<file path="src/shared/dcc_consts.svh">
// Purpose: named offsets, field positions and codes of the channel config block
// Assumes: included by the package and the design files
// Notes: byte addresses on the register port
`ifndef DCC_CONSTS_SVH
`define DCC_CONSTS_SVH

// ----------------------------------------
// register offsets
// ----------------------------------------
`define DCC_OFS_CTRL_CFG 12'h030
`define DCC_OFS_ENBL_CHNS 12'h01C
`define DCC_OFS_CH_PAGE 4'h1
`define DCC_OFS_CH_CFG 5'h10

// ----------------------------------------
// channel_configuration fields
// ----------------------------------------
`define DCC_B_ON 0
`define DCC_F_SRC 5:1
`define DCC_F_DST 10:6
`define DCC_F_FLOW 13:11
`define DCC_B_ERRM 14
`define DCC_B_TCM 15
`define DCC_B_LOCK 16
`define DCC_B_OCC 17
`define DCC_B_HALT 18
`define DCC_B_CTRL_EN 0

// ----------------------------------------
// transfer_flow_select codes
// ----------------------------------------
`define DCC_FL_M2M 3'h0
`define DCC_FL_M2P 3'h1
`define DCC_FL_P2M 3'h2
`define DCC_FL_P2P 3'h3
`define DCC_FL_P2P_DST 3'h4
`define DCC_FL_M2P_PER 3'h5
`define DCC_FL_P2M_PER 3'h6
`define DCC_FL_P2P_SRC 3'h7

// ----------------------------------------
// widths and reset values
// ----------------------------------------
`define DCC_CNT_W 8
`define DCC_CH_W 3
`define DCC_ZERO32 32'h0000_0000
`define DCC_ONE_CNT 8'h01
`define DCC_ZERO_CNT 8'h00

`endif

</file>
<file path="src/shared/dcc_pkg.sv">
// Purpose: types shared by the channel config block
// Assumes: dcc_consts.svh on the include path
// Notes: state encodings are gray along idle, fetch, drain
`include "dcc_consts.svh"
package dcc_pkg;

  typedef enum logic [1:0] {
    DCC_IDLE = 2'b00,
    DCC_FETCH = 2'b01,
    DCC_DRAIN = 2'b11
  } dcc_state_e;

  typedef struct packed {
    logic halt;
    logic lock;
    logic tc_mask;
    logic err_mask;
    logic [2:0] flow;
    logic [4:0] dst_sel;
    logic [4:0] src_sel;
    logic on;
    logic [`DCC_CNT_W-1:0] fifo_cnt;
    logic src_done;
    logic pend_off;
    logic tc_irq;
    logic err_irq;
  } dcc_chan_s;

  typedef struct packed {
    dcc_state_e state;
    logic [`DCC_CH_W-1:0] ch;
    logic [`DCC_CNT_W-1:0] beat;
    logic ctrl_en;
    logic [31:0] rdata;
  } dcc_ctrl_s;

endpackage

</file>
<file path="src/hw/dcc_chan.sv">
// Purpose: one channel: config word, fifo occupancy, enable and auto disable
// Assumes: one bus beat at most per cycle, fetch and drain never together
// Notes: the fifo is modelled by its fill count only
`include "dcc_consts.svh"
module dcc_chan #(
  parameter int unsigned FIFO_DEPTH = 4
) (
  input wire logic clk_sys_i,
  input wire logic rst_b_i,
  input wire logic cfg_we_i,
  input wire logic [31:0] wdata_i,
  input wire logic busy_i,
  input wire logic fetch_beat_i,
  input wire logic drain_beat_i,
  input wire logic err_i,
  input wire logic xfer_last_i,
  input wire logic [31:0] src_req_i,
  input wire logic [31:0] src_last_i,
  input wire logic [31:0] dst_req_i,
  input wire logic [31:0] dst_last_i,
  output logic [31:0] cfg_rd_o,
  output logic on_o,
  output logic lock_o,
  output logic want_fetch_o,
  output logic want_drain_o,
  output logic dst_rdy_o,
  output logic fetch_full_o,
  output logic drain_empty_o,
  output logic stop_o,
  output logic tc_irq_o,
  output logic err_irq_o
);
  import dcc_pkg::*;

  dcc_chan_s q, d;
  logic src_per, dst_per, fl_ctl, fl_src, fl_dst, fin_fetch, fin_drain;

  always_comb
  begin
    src_per = 1'b0;
    dst_per = 1'b0;
    fl_ctl = 1'b0;
    fl_src = 1'b0;
    fl_dst = 1'b0;
    case (q.flow)
      `DCC_FL_M2M: fl_ctl = 1'b1;
      `DCC_FL_M2P:
      begin
        fl_ctl = 1'b1;
        dst_per = 1'b1;
      end
      `DCC_FL_P2M:
      begin
        fl_ctl = 1'b1;
        src_per = 1'b1;
      end
      `DCC_FL_P2P:
      begin
        fl_ctl = 1'b1;
        src_per = 1'b1;
        dst_per = 1'b1;
      end
      `DCC_FL_P2P_DST:
      begin
        fl_dst = 1'b1;
        src_per = 1'b1;
        dst_per = 1'b1;
      end
      `DCC_FL_M2P_PER:
      begin
        fl_dst = 1'b1;
        dst_per = 1'b1;
      end
      `DCC_FL_P2M_PER:
      begin
        fl_src = 1'b1;
        src_per = 1'b1;
      end
      default:
      begin
        fl_src = 1'b1;
        src_per = 1'b1;
        dst_per = 1'b1;
      end
    endcase
    // request select fields only matter on the peripheral side
    dst_rdy_o = dst_per ? dst_req_i[q.dst_sel] : 1'b1;
    want_fetch_o = q.on && !q.halt && !q.src_done && !q.pend_off
      && (q.fifo_cnt != `DCC_CNT_W'(FIFO_DEPTH))
      && (src_per ? src_req_i[q.src_sel] : 1'b1);
    // draining goes on under halt so buffered data still leaves
    want_drain_o = q.on && !q.pend_off && (q.fifo_cnt != `DCC_ZERO_CNT) && dst_rdy_o;
    fetch_full_o = q.fifo_cnt == `DCC_CNT_W'(FIFO_DEPTH - 1);
    drain_empty_o = q.fifo_cnt == `DCC_ONE_CNT;
    fin_fetch = fetch_beat_i && (fl_ctl ? xfer_last_i : (fl_src && src_last_i[q.src_sel]));
    // trailing beats after auto disable must not raise a second tc
    fin_drain = drain_beat_i && q.on && ((fl_dst && dst_last_i[q.dst_sel])
      || (q.src_done && drain_empty_o));

    d = q;
    d.tc_irq = 1'b0;
    d.err_irq = 1'b0;
    if (fetch_beat_i)
      d.fifo_cnt = q.fifo_cnt + `DCC_ONE_CNT;
    else if (drain_beat_i)
      d.fifo_cnt = q.fifo_cnt - `DCC_ONE_CNT;
    if (fin_fetch)
      d.src_done = 1'b1;
    if (cfg_we_i)
    begin
      d.halt = wdata_i[`DCC_B_HALT];
      d.lock = wdata_i[`DCC_B_LOCK];
      d.tc_mask = wdata_i[`DCC_B_TCM];
      d.err_mask = wdata_i[`DCC_B_ERRM];
      d.flow = wdata_i[`DCC_F_FLOW];
      d.dst_sel = wdata_i[`DCC_F_DST];
      d.src_sel = wdata_i[`DCC_F_SRC];
      if (wdata_i[`DCC_B_ON])
      begin
        d.on = 1'b1;
        d.src_done = 1'b0;
        d.pend_off = 1'b0;
      end
      else if (q.on)
        d.pend_off = 1'b1;
    end
    // the beat on the bus completes first, then fifo contents are dropped
    if (d.pend_off && !busy_i)
    begin
      d.on = 1'b0;
      d.pend_off = 1'b0;
      d.src_done = 1'b0;
      d.fifo_cnt = `DCC_ZERO_CNT;
    end
    if (fin_drain)
    begin
      d.on = 1'b0;
      d.tc_irq = q.tc_mask;
    end
    if (err_i)
    begin
      d.on = 1'b0;
      d.pend_off = 1'b0;
      d.fifo_cnt = `DCC_ZERO_CNT;
      d.err_irq = q.err_mask;
    end
  end

  always_ff @(posedge clk_sys_i)
  begin
    if (!rst_b_i)
      q <= '0;
    else
      q <= d;
  end

  always_comb
  begin
    cfg_rd_o = `DCC_ZERO32;
    cfg_rd_o[`DCC_B_HALT] = q.halt;
    cfg_rd_o[`DCC_B_OCC] = q.fifo_cnt != `DCC_ZERO_CNT;
    cfg_rd_o[`DCC_B_LOCK] = q.lock;
    cfg_rd_o[`DCC_B_TCM] = q.tc_mask;
    cfg_rd_o[`DCC_B_ERRM] = q.err_mask;
    cfg_rd_o[`DCC_F_FLOW] = q.flow;
    cfg_rd_o[`DCC_F_DST] = q.dst_sel;
    cfg_rd_o[`DCC_F_SRC] = q.src_sel;
    cfg_rd_o[`DCC_B_ON] = q.on;
  end

  assign on_o = q.on;
  assign lock_o = q.lock;
  assign stop_o = q.pend_off;
  assign tc_irq_o = q.tc_irq;
  assign err_irq_o = q.err_irq;

endmodule // dcc_chan

</file>
<file path="src/hw/dcc_ctrl.sv">
// Purpose: multi-channel dma config and control with a shared bus sequencer
// Assumes: full word register accesses; one bus master port
// Notes: lowest channel index wins the bus
//
// Notes on behaviour
// - halt ignores new source requests, fifo drains
// - read-only occupied flag shows fifo holds data
// - lock bit requests locked bus transfers
// - cleared tc mask suppresses terminal count interrupt
// - cleared error mask suppresses error interrupt
// - flow field picks transfer type and controller
// - destination request select, unused for memory
// - source request select, unused for memory
// - writing one enables; read shows enable
// - enabled channels also seen in status register
// - clearing enable finishes beat, then flushes fifo
// - completion or error clears channel enable
// - lock held for whole burst until released
// - lock normally covers a single burst only
// - lock may span fetch then drain back-to-back
// - codes four to seven make the peripheral the flow controller
// - global enable makes controller operational
//
// Decided for this implementation: strobed register access and the register offsets.
`include "dcc_consts.svh"
module dcc_ctrl #(
  parameter int unsigned NUM_CH = 8,
  parameter int unsigned FIFO_DEPTH = 4,
  parameter int unsigned BURST_LEN = 4
) (
  input wire logic clk_sys_i,
  input wire logic rst_b_i,
  input wire logic [11:0] reg_addr_i,
  input wire logic [31:0] reg_wdata_i,
  input wire logic reg_we_i,
  input wire logic reg_re_i,
  output logic [31:0] reg_rdata_o,
  input wire logic [31:0] src_req_i,
  input wire logic [31:0] src_last_i,
  input wire logic [31:0] dst_req_i,
  input wire logic [31:0] dst_last_i,
  input wire logic [NUM_CH-1:0] xfer_last_i,
  output logic bus_req_o,
  output logic bus_lock_o,
  output logic bus_drain_o,
  output logic [`DCC_CH_W-1:0] bus_ch_o,
  input wire logic bus_grant_i,
  input wire logic bus_ready_i,
  input wire logic bus_err_i,
  output logic [NUM_CH-1:0] tc_irq_o,
  output logic [NUM_CH-1:0] err_irq_o
);
  import dcc_pkg::*;

  // ----------------------------------------
  // per-channel wiring
  // ----------------------------------------
  dcc_ctrl_s q, d;
  logic [31:0] cfg_rd [NUM_CH];
  logic [NUM_CH-1:0] cfg_we, on, lock, want_f, want_d, dst_rdy;
  logic [NUM_CH-1:0] full1, empty1, stop, busy, f_beat, d_beat, ch_err;
  logic ch_hit, beat, err_beat, pick_ok, pick_drain, burst_end;
  logic [`DCC_CH_W-1:0] pick;

  // channel pages sit at one config word per page
  assign ch_hit = (reg_addr_i[11:8] == `DCC_OFS_CH_PAGE)
    && (reg_addr_i[4:0] == `DCC_OFS_CH_CFG)
    && (32'(reg_addr_i[7:5]) < NUM_CH);

  genvar gi;
  generate
    for (gi = 0; gi < NUM_CH; gi++)
    begin : g_ch
      assign cfg_we[gi] = reg_we_i && ch_hit && (32'(reg_addr_i[7:5]) == gi);
      assign busy[gi] = (q.state != DCC_IDLE) && (32'(q.ch) == gi);
      assign f_beat[gi] = busy[gi] && (q.state == DCC_FETCH) && beat;
      assign d_beat[gi] = busy[gi] && (q.state == DCC_DRAIN) && beat;
      assign ch_err[gi] = busy[gi] && err_beat;
      dcc_chan #(
        .FIFO_DEPTH(FIFO_DEPTH)
      ) u_chan (
        .clk_sys_i(clk_sys_i),
        .rst_b_i(rst_b_i),
        .cfg_we_i(cfg_we[gi]),
        .wdata_i(reg_wdata_i),
        .busy_i(busy[gi]),
        .fetch_beat_i(f_beat[gi]),
        .drain_beat_i(d_beat[gi]),
        .err_i(ch_err[gi]),
        .xfer_last_i(xfer_last_i[gi]),
        .src_req_i(src_req_i),
        .src_last_i(src_last_i),
        .dst_req_i(dst_req_i),
        .dst_last_i(dst_last_i),
        .cfg_rd_o(cfg_rd[gi]),
        .on_o(on[gi]),
        .lock_o(lock[gi]),
        .want_fetch_o(want_f[gi]),
        .want_drain_o(want_d[gi]),
        .dst_rdy_o(dst_rdy[gi]),
        .fetch_full_o(full1[gi]),
        .drain_empty_o(empty1[gi]),
        .stop_o(stop[gi]),
        .tc_irq_o(tc_irq_o[gi]),
        .err_irq_o(err_irq_o[gi])
      );
    end
  endgenerate

  // ----------------------------------------
  // bus beats and channel pick
  // ----------------------------------------
  // an error response ends the beat as well as ready does
  assign beat = bus_grant_i && bus_ready_i && !bus_err_i;
  assign err_beat = bus_grant_i && bus_err_i;

  always_comb
  begin
    pick_ok = 1'b0;
    pick_drain = 1'b0;
    pick = '0;
    for (int i = NUM_CH - 1; i >= 0; i--)
    begin
      if (want_f[i] || want_d[i])
      begin
        pick_ok = 1'b1;
        pick_drain = want_d[i];
        pick = `DCC_CH_W'(i);
      end
    end
  end

  // ----------------------------------------
  // sequencer and register port
  // ----------------------------------------
  always_comb
  begin
    d = q;
    d.rdata = `DCC_ZERO32;
    burst_end = 1'b0;
    case (q.state)
      DCC_IDLE:
      begin
        // no new burst starts while the controller is globally off
        if (q.ctrl_en && pick_ok)
        begin
          d.state = pick_drain ? DCC_DRAIN : DCC_FETCH;
          d.ch = pick;
          d.beat = `DCC_ZERO_CNT;
        end
      end
      DCC_FETCH:
      begin
        if (err_beat)
          d.state = DCC_IDLE;
        else if (beat)
        begin
          d.beat = q.beat + `DCC_ONE_CNT;
          burst_end = (q.beat == `DCC_CNT_W'(BURST_LEN - 1)) || full1[q.ch]
            || stop[q.ch];
        end
        else
          burst_end = !want_f[q.ch];
        if (burst_end)
        begin
          d.beat = `DCC_ZERO_CNT;
          // locked fetch runs straight into the drain when the sink is ready
          if (lock[q.ch] && dst_rdy[q.ch] && !stop[q.ch] && on[q.ch])
            d.state = DCC_DRAIN;
          else
            d.state = DCC_IDLE;
        end
      end
      DCC_DRAIN:
      begin
        if (err_beat)
          d.state = DCC_IDLE;
        else if (beat)
        begin
          d.beat = q.beat + `DCC_ONE_CNT;
          if ((q.beat == `DCC_CNT_W'(BURST_LEN - 1)) || empty1[q.ch] || stop[q.ch])
            d.state = DCC_IDLE;
        end
        else if (!want_d[q.ch])
          d.state = DCC_IDLE;
      end
      default: d.state = DCC_IDLE;
    endcase

    if (reg_we_i && (reg_addr_i == `DCC_OFS_CTRL_CFG))
      d.ctrl_en = reg_wdata_i[`DCC_B_CTRL_EN];
    if (reg_re_i)
    begin
      if (reg_addr_i == `DCC_OFS_CTRL_CFG)
        d.rdata[`DCC_B_CTRL_EN] = q.ctrl_en;
      else if (reg_addr_i == `DCC_OFS_ENBL_CHNS)
        d.rdata[NUM_CH-1:0] = on;
      else if (ch_hit)
        d.rdata = cfg_rd[reg_addr_i[7:5]];
      else
        d.rdata = `DCC_ZERO32;
    end
  end

  always_ff @(posedge clk_sys_i)
  begin
    if (!rst_b_i)
      q <= '0;
    else
      q <= d;
  end

  // ----------------------------------------
  // outputs
  // ----------------------------------------
  assign reg_rdata_o = q.rdata;
  assign bus_req_o = q.state != DCC_IDLE;
  // lock stays up from the first request cycle to the last beat of the burst
  assign bus_lock_o = (q.state != DCC_IDLE) && lock[q.ch];
  assign bus_drain_o = q.state == DCC_DRAIN;
  assign bus_ch_o = q.ch;

endmodule // dcc_ctrl

</file>
<file path="config.mk">
export PLATFORM = sky130hd
export DESIGN_NAME = dcc_ctrl
export DESIGN_NICKNAME = d
export VERILOG_FILES = /design/src/shared/dcc_pkg.sv /design/src/hw/dcc_chan.sv /design/src/hw/dcc_ctrl.sv
export VERILOG_INCLUDE_DIRS = /design/src /design/src/shared
export SDC_FILE = /design/constraint.sdc
export NUM_CORES = 1
export LEC_CHECK = 0
export CORE_ASPECT_RATIO = 0.75
export CORE_MARGIN = 2
export CORE_UTILIZATION = 45
export DETAILED_ROUTE_END_ITERATION = 10
export DONT_BUFFER_PORTS = 1
export SLEW_MARGIN = 20
export SYNTH_ARGS = -nofsm -noshare
export SYNTH_HDL_FRONTEND = slang
export SYNTH_SLANG_ARGS = --single-unit
</file>
<file path="constraint.sdc">
create_clock -name clk_sys_i -period 4.38 [get_ports clk_sys_i]
set_input_delay 0.657 -clock clk_sys_i [delete_from_list [all_inputs] [get_ports clk_sys_i]]
set_output_delay 0.657 -clock clk_sys_i [all_outputs]
set_load 0.02 [all_outputs]
</file>
==> impl_results.md <==
- Proportion of synthesized chip area in sequential cells: between 20% and 30%
- CP Data Arrival Time: 4.47 ns
- Remaining global-route overflow: 0
- Power Internal: 4.314 mW
- Share of the synthesized area in the top cell type: 32.62%
- Drt initial violations: 3027
- Relative max-transition margin: 32.71%
- Count of buffering cells on the critical path with inverters included: 1
- Max Root-Sink Buffers: 3
- Hold buffers post-CTS: 0
- Prevailing post-synth register cell: sky130_fd_sc_hd__dfxtp_1
- Met3 Use GR: 12.00%
- Critical path depth in cells: 10
- Count of pins over their slew limit: 0
- Number of antenna violations at the first check in global routing: 6
- I/O Pins: about 240
- Warnings from Yosys: 0
- Clock skew: 0.02208 ns
- Number of vias after detailed routing: 20.46k
- Util after Layout: between 40% and 50%
- Number of buffers inserted by post-CTS setup repair: 0
- Filler cell count in the final layout: 4581
- Worst Setup Start Kind: flop
- RR Endpoint: q[35]
- Clock transition at the registers of the reported paths: 0.07 ns
- Launching element of the worst setup path: g_ch[5].u_chan.cfg_rd_o[1]
- Std-Cell Core Area: 50010 um^2
- Ratio of final minimum period to clock period: 91.21%
- Number of optimization iterations in the first detailed-route pass: 6
- Avg Vias per Cell: 7.123
- Pin count of the biggest net entering global routing: approximately 140
- Starting utilization of the core area: 45.41%
- Slowest stage delay, CP: 0.72 ns
- GR Util met1: 47.41%
- Final #Nets: 2409
- Final hold violation count: 0
- WL per Instance: 31.27 um
- Total setup violations reported at the end of the flow: 0
- Combinational cell fraction of total power: 6.8%
- Detailed-placement wirelength estimate: 67510 um
- Overall Power: 5.624 mW
- Die Span Y: 198.6 um
- Slew at the pin with the worst max-slew slack: 1.000 ns
- Total global-route track usage: 33.72%
- Final WL: 89840 um
- Clock latency reported for the late side of the worst-skew pair: 0.59 ns
- Shortest period the worst path allows: 3.995 ns
- Number of buffers inserted by port buffering: 0
- Number of buffers created by CTS: 30
- Flops & latches, synth: between 200 and 300
- Gate family responsible for the most delay along the worst path: multiplexers
- Count of cells resized by post-cts repair: 0
- Die outline area: about 52000 um^2
- Root cell of the clock tree: sky130_fd_sc_hd__clkbuf_16
- Proportion of synthesized flip-flops having asynchronous set or reset: 0%
- Instance count of the mapped netlist: roughly 2.3k
- Crit path capture type: flop
- Number of global-route vias before repair: ~19k
- Count of distinct cell types in the synthesized netlist: 78
- Max Cap Viol: 0
- Layout cells sized above 1: roughly a quarter
- Class of the tightest hold or removal check: in2reg
- Top Usage Layer GRT: met2
- Required time of the critical path: around 4.9 ns
- Number of enable flip-flop cells after synthesis: 0
- Post-route ant nets: 0
- Launch point of the worst reg-to-reg path: g_ch[5].u_chan.cfg_rd_o[1]
- Switching power share of the total: 23.29%
- Critical path's most frequent cell: sky130_fd_sc_hd__mux4_2
- Top fanout value on the critical path: 14
- Slowest library cell on the worst path: sky130_fd_sc_hd__dfxtp_1
- Weighted congestion reported at the end of routability-driven placement: 1.030
- RSZ-0062 raised after global routing: false
- Sequential share of power: 44.1%
- Mean cell area of the mapped netlist: 9.823 um^2
- Relative area change from synthesis to final layout: 6.286%
- Fmax: 0.2503 GHz
- Number of rows created at floorplan: just over 70
- Worst R2R Path Depth: 10
- Critical Path, Cell by Cell: mux4_1 -> mux4_2 -> nor3b_2 -> nor3_1 -> buf_4 -> mux4_2 -> a22oi_4 -> a31oi_2 -> a32o_1 -> a22o_1
- Cell type with the largest total area after synthesis: sky130_fd_sc_hd__mux4_2
- Power per unit of standard cell area: 233.0 nW/um^2
- CTS H-tree depth: 1
- Cell Area, Synth: ~23000 um^2
- Highest ir drop seen on vdd: 0.2787 mV
- Post-place instance area: between 20000 and 25000 um^2
- Design Area, Final: around 24000 um^2
- Overall die width: 263.4 um
- Number of DRC violations after detailed routing: 0
- Clock share of power: 49.0%
- Crit Path Class: reg2reg
- Reg2reg setup slack: 0.39 ns
- Outcome: complete, no violations
- Wire length of the first global-routing pass: 130600 um
- Net load switching power: 1.310 mW
- Static leakage: 7.372 nW
- Capturing element of the worst setup path: q[35]
- Top cells by area, synth: sky130_fd_sc_hd__mux4_2 33%, sky130_fd_sc_hd__dfxtp_1 24%, sky130_fd_sc_hd__nand2_1 5.7%
- Final total negative setup slack: 0 ns
- Fraction of met2 tracks used by global routing: 48.94%
- Clock tree from TritonCTS: built
- TritonCTS sink count: between 200 and 300
## layer usage
layer | up-vias | share of wire [%]
met5 | - | 0.014
met4 | 2 | 3.4
met3 | 196 | 16
met2 | 1636 | 42
met1 | 10126 | 39
li1 | 8503 | -
## area by class of cell
cell class	instances	area (um^2)	area share, %
antenna	1	2.502	0.01037
clock buffer	37	838.3	3.473
clock inverter	18	216.5	0.8967
inverter	53	201.4	0.8345
multi-input combinational	1747	15930	65.98
sequential	273	5466	22.65
tap	657	822.0	3.405
timing repair buffer	87	665.6	2.757
## kinds of logic (layout without fill, tap and decap cells)
| family | after synthesis | after routing | synth area share (%) |
|---|---|---|---|
| AO/OA/AOI/OAI | 399 | 399 | 11.00 |
| XOR/XNOR | 64 | 64 | 2.468 |
| adder cells (fa/ha/maj) | 30 | 30 | 1.653 |
| buffers and inverters | 304 | 195 | 6.120 |
| flip-flops | 273 | 273 | 24.06 |
| multiplexers | 452 | 452 | 38.70 |
| other | 1 | 14 | 0.01651 |
| AND/OR/NAND/NOR | 789 | 789 | 15.98 |
## sequential cells by signal, summed over array words and instances (netlist names)
register	count
g_ch.u_chan.err_irq_o	8
g_ch.u_chan.stop_o	8
bus_ch_o	3
reg_rdata_o	19
g_ch.u_chan.q	72
g_ch.u_chan.tc_irq_o	8
g_ch.u_chan.lock_o	8
g_ch.u_chan.on_o	8
g_ch.u_chan.cfg_rd_o	128
q	11
## Yosys cell counts (18+ instances only)
master,count
sky130_fd_sc_hd__nor2_1,177
sky130_fd_sc_hd__nand3_1,51
sky130_fd_sc_hd__a31oi_1,18
sky130_fd_sc_hd__buf_4,51
sky130_fd_sc_hd__xor2_1,24
sky130_fd_sc_hd__nand2b_1,21
sky130_fd_sc_hd__inv_1,51
sky130_fd_sc_hd__xnor2_1,40
sky130_fd_sc_hd__mux2i_1,76
sky130_fd_sc_hd__nor4_1,20
sky130_fd_sc_hd__dfxtp_1,273
sky130_fd_sc_hd__clkbuf_1,110
sky130_fd_sc_hd__nand2_1,346
sky130_fd_sc_hd__a21oi_1,168
sky130_fd_sc_hd__mux2_2,41
sky130_fd_sc_hd__nor2b_1,23
sky130_fd_sc_hd__mux4_2,329
sky130_fd_sc_hd__o21ai_0,56
sky130_fd_sc_hd__buf_1,54
sky130_fd_sc_hd__ha_1,30
sky130_fd_sc_hd__nor3_1,42
sky130_fd_sc_hd__nand4_1,23
## stage by stage
stage | cells | hold WS, ns | setup WS, ns
2_1_floorplan | 2324 | 0.4197 | 1.178
3_3_place_gp | 2817 | 0.4482 | 0.4946
3_5_place_dp | 2817 | 0.4486 | 0.4569
4_1_cts | 2872 | 0.1527 | 0.4197
5_1_grt | 2873 | 0.1629 | 0.2615
6_report | 2873 | 0.1750 | 0.3850
## how the worst min path moves through the flow
stage	startpoint	end	slack (ns)	depth (start not counted)
after global routing	reg_wdata_i[0]	g_ch[1].u_chan.q[3]	0.16	1
after floorplan	g_ch[6].u_chan.cfg_rd_o[15]	g_ch[6].u_chan.tc_irq_o	0.42	2
final	reg_wdata_i[0]	g_ch[1].u_chan.q[3]	0.17	1
after CTS	reg_wdata_i[0]	g_ch[0].u_chan.q[3]	0.15	1
after global placement	g_ch[3].u_chan.cfg_rd_o[15]	g_ch[3].u_chan.tc_irq_o	0.45	2
after detailed placement	g_ch[3].u_chan.cfg_rd_o[15]	g_ch[3].u_chan.tc_irq_o	0.45	2
## worst reg2reg max path: stages (launching register included)
cell and delay, ns:
sky130_fd_sc_hd__dfxtp_1 0.72, sky130_fd_sc_hd__mux4_1 0.64, sky130_fd_sc_hd__mux4_2 0.54, sky130_fd_sc_hd__nor3b_2 0.18
sky130_fd_sc_hd__nor3_1 0.09, sky130_fd_sc_hd__buf_4 0.17, sky130_fd_sc_hd__mux4_2 0.51, sky130_fd_sc_hd__a22oi_4 0.27
sky130_fd_sc_hd__a31oi_2 0.30, sky130_fd_sc_hd__a32o_1 0.30, sky130_fd_sc_hd__a22o_1 0.18
## power groups by stage
stage / Combinational (mW) / Clock (mW) / Sequential, mW
2_1_floorplan: 0.353 / 0 / 2.54
3_3_place_gp: 0.373 / 0 / 2.54
3_5_place_dp: 0.376 / 0 / 2.54
4_1_cts: 0.377 / 2.77 / 2.48
5_1_grt: 0.397 / 2.87 / 2.48
6_report: 0.385 / 2.76 / 2.48
## cell usage in the layout, fill, tap and decap left out, drive strengths merged, types with 10 or more instances in the layout
cell     Yosys  final
a2111oi     10     10
a211oi      16     16
a21o        13     13
a21oi      168    168
a22oi       11     11
a31oi       19     19
and3        17     17
buf        124     87
clkbuf     127     37
clkinv       1     10
conb         1     13
dfxtp      273    273
ha          30     30
inv         52     55
mux2        41     41
mux2i       76     76
mux4       335    335
nand2      346    346
nand2b      21     21
nand3       51     51
nand4       23     23
nor2       177    177
nor2b       23     23
nor3        42     42
nor3b       10     10
nor4        20     20
nor4b       10     10
o211ai      15     15
o21ai       59     59
o22ai       15     15
o32ai       12     12
xnor2       40     40
xor2        24     24
Power figures use the tool's default switching activity.
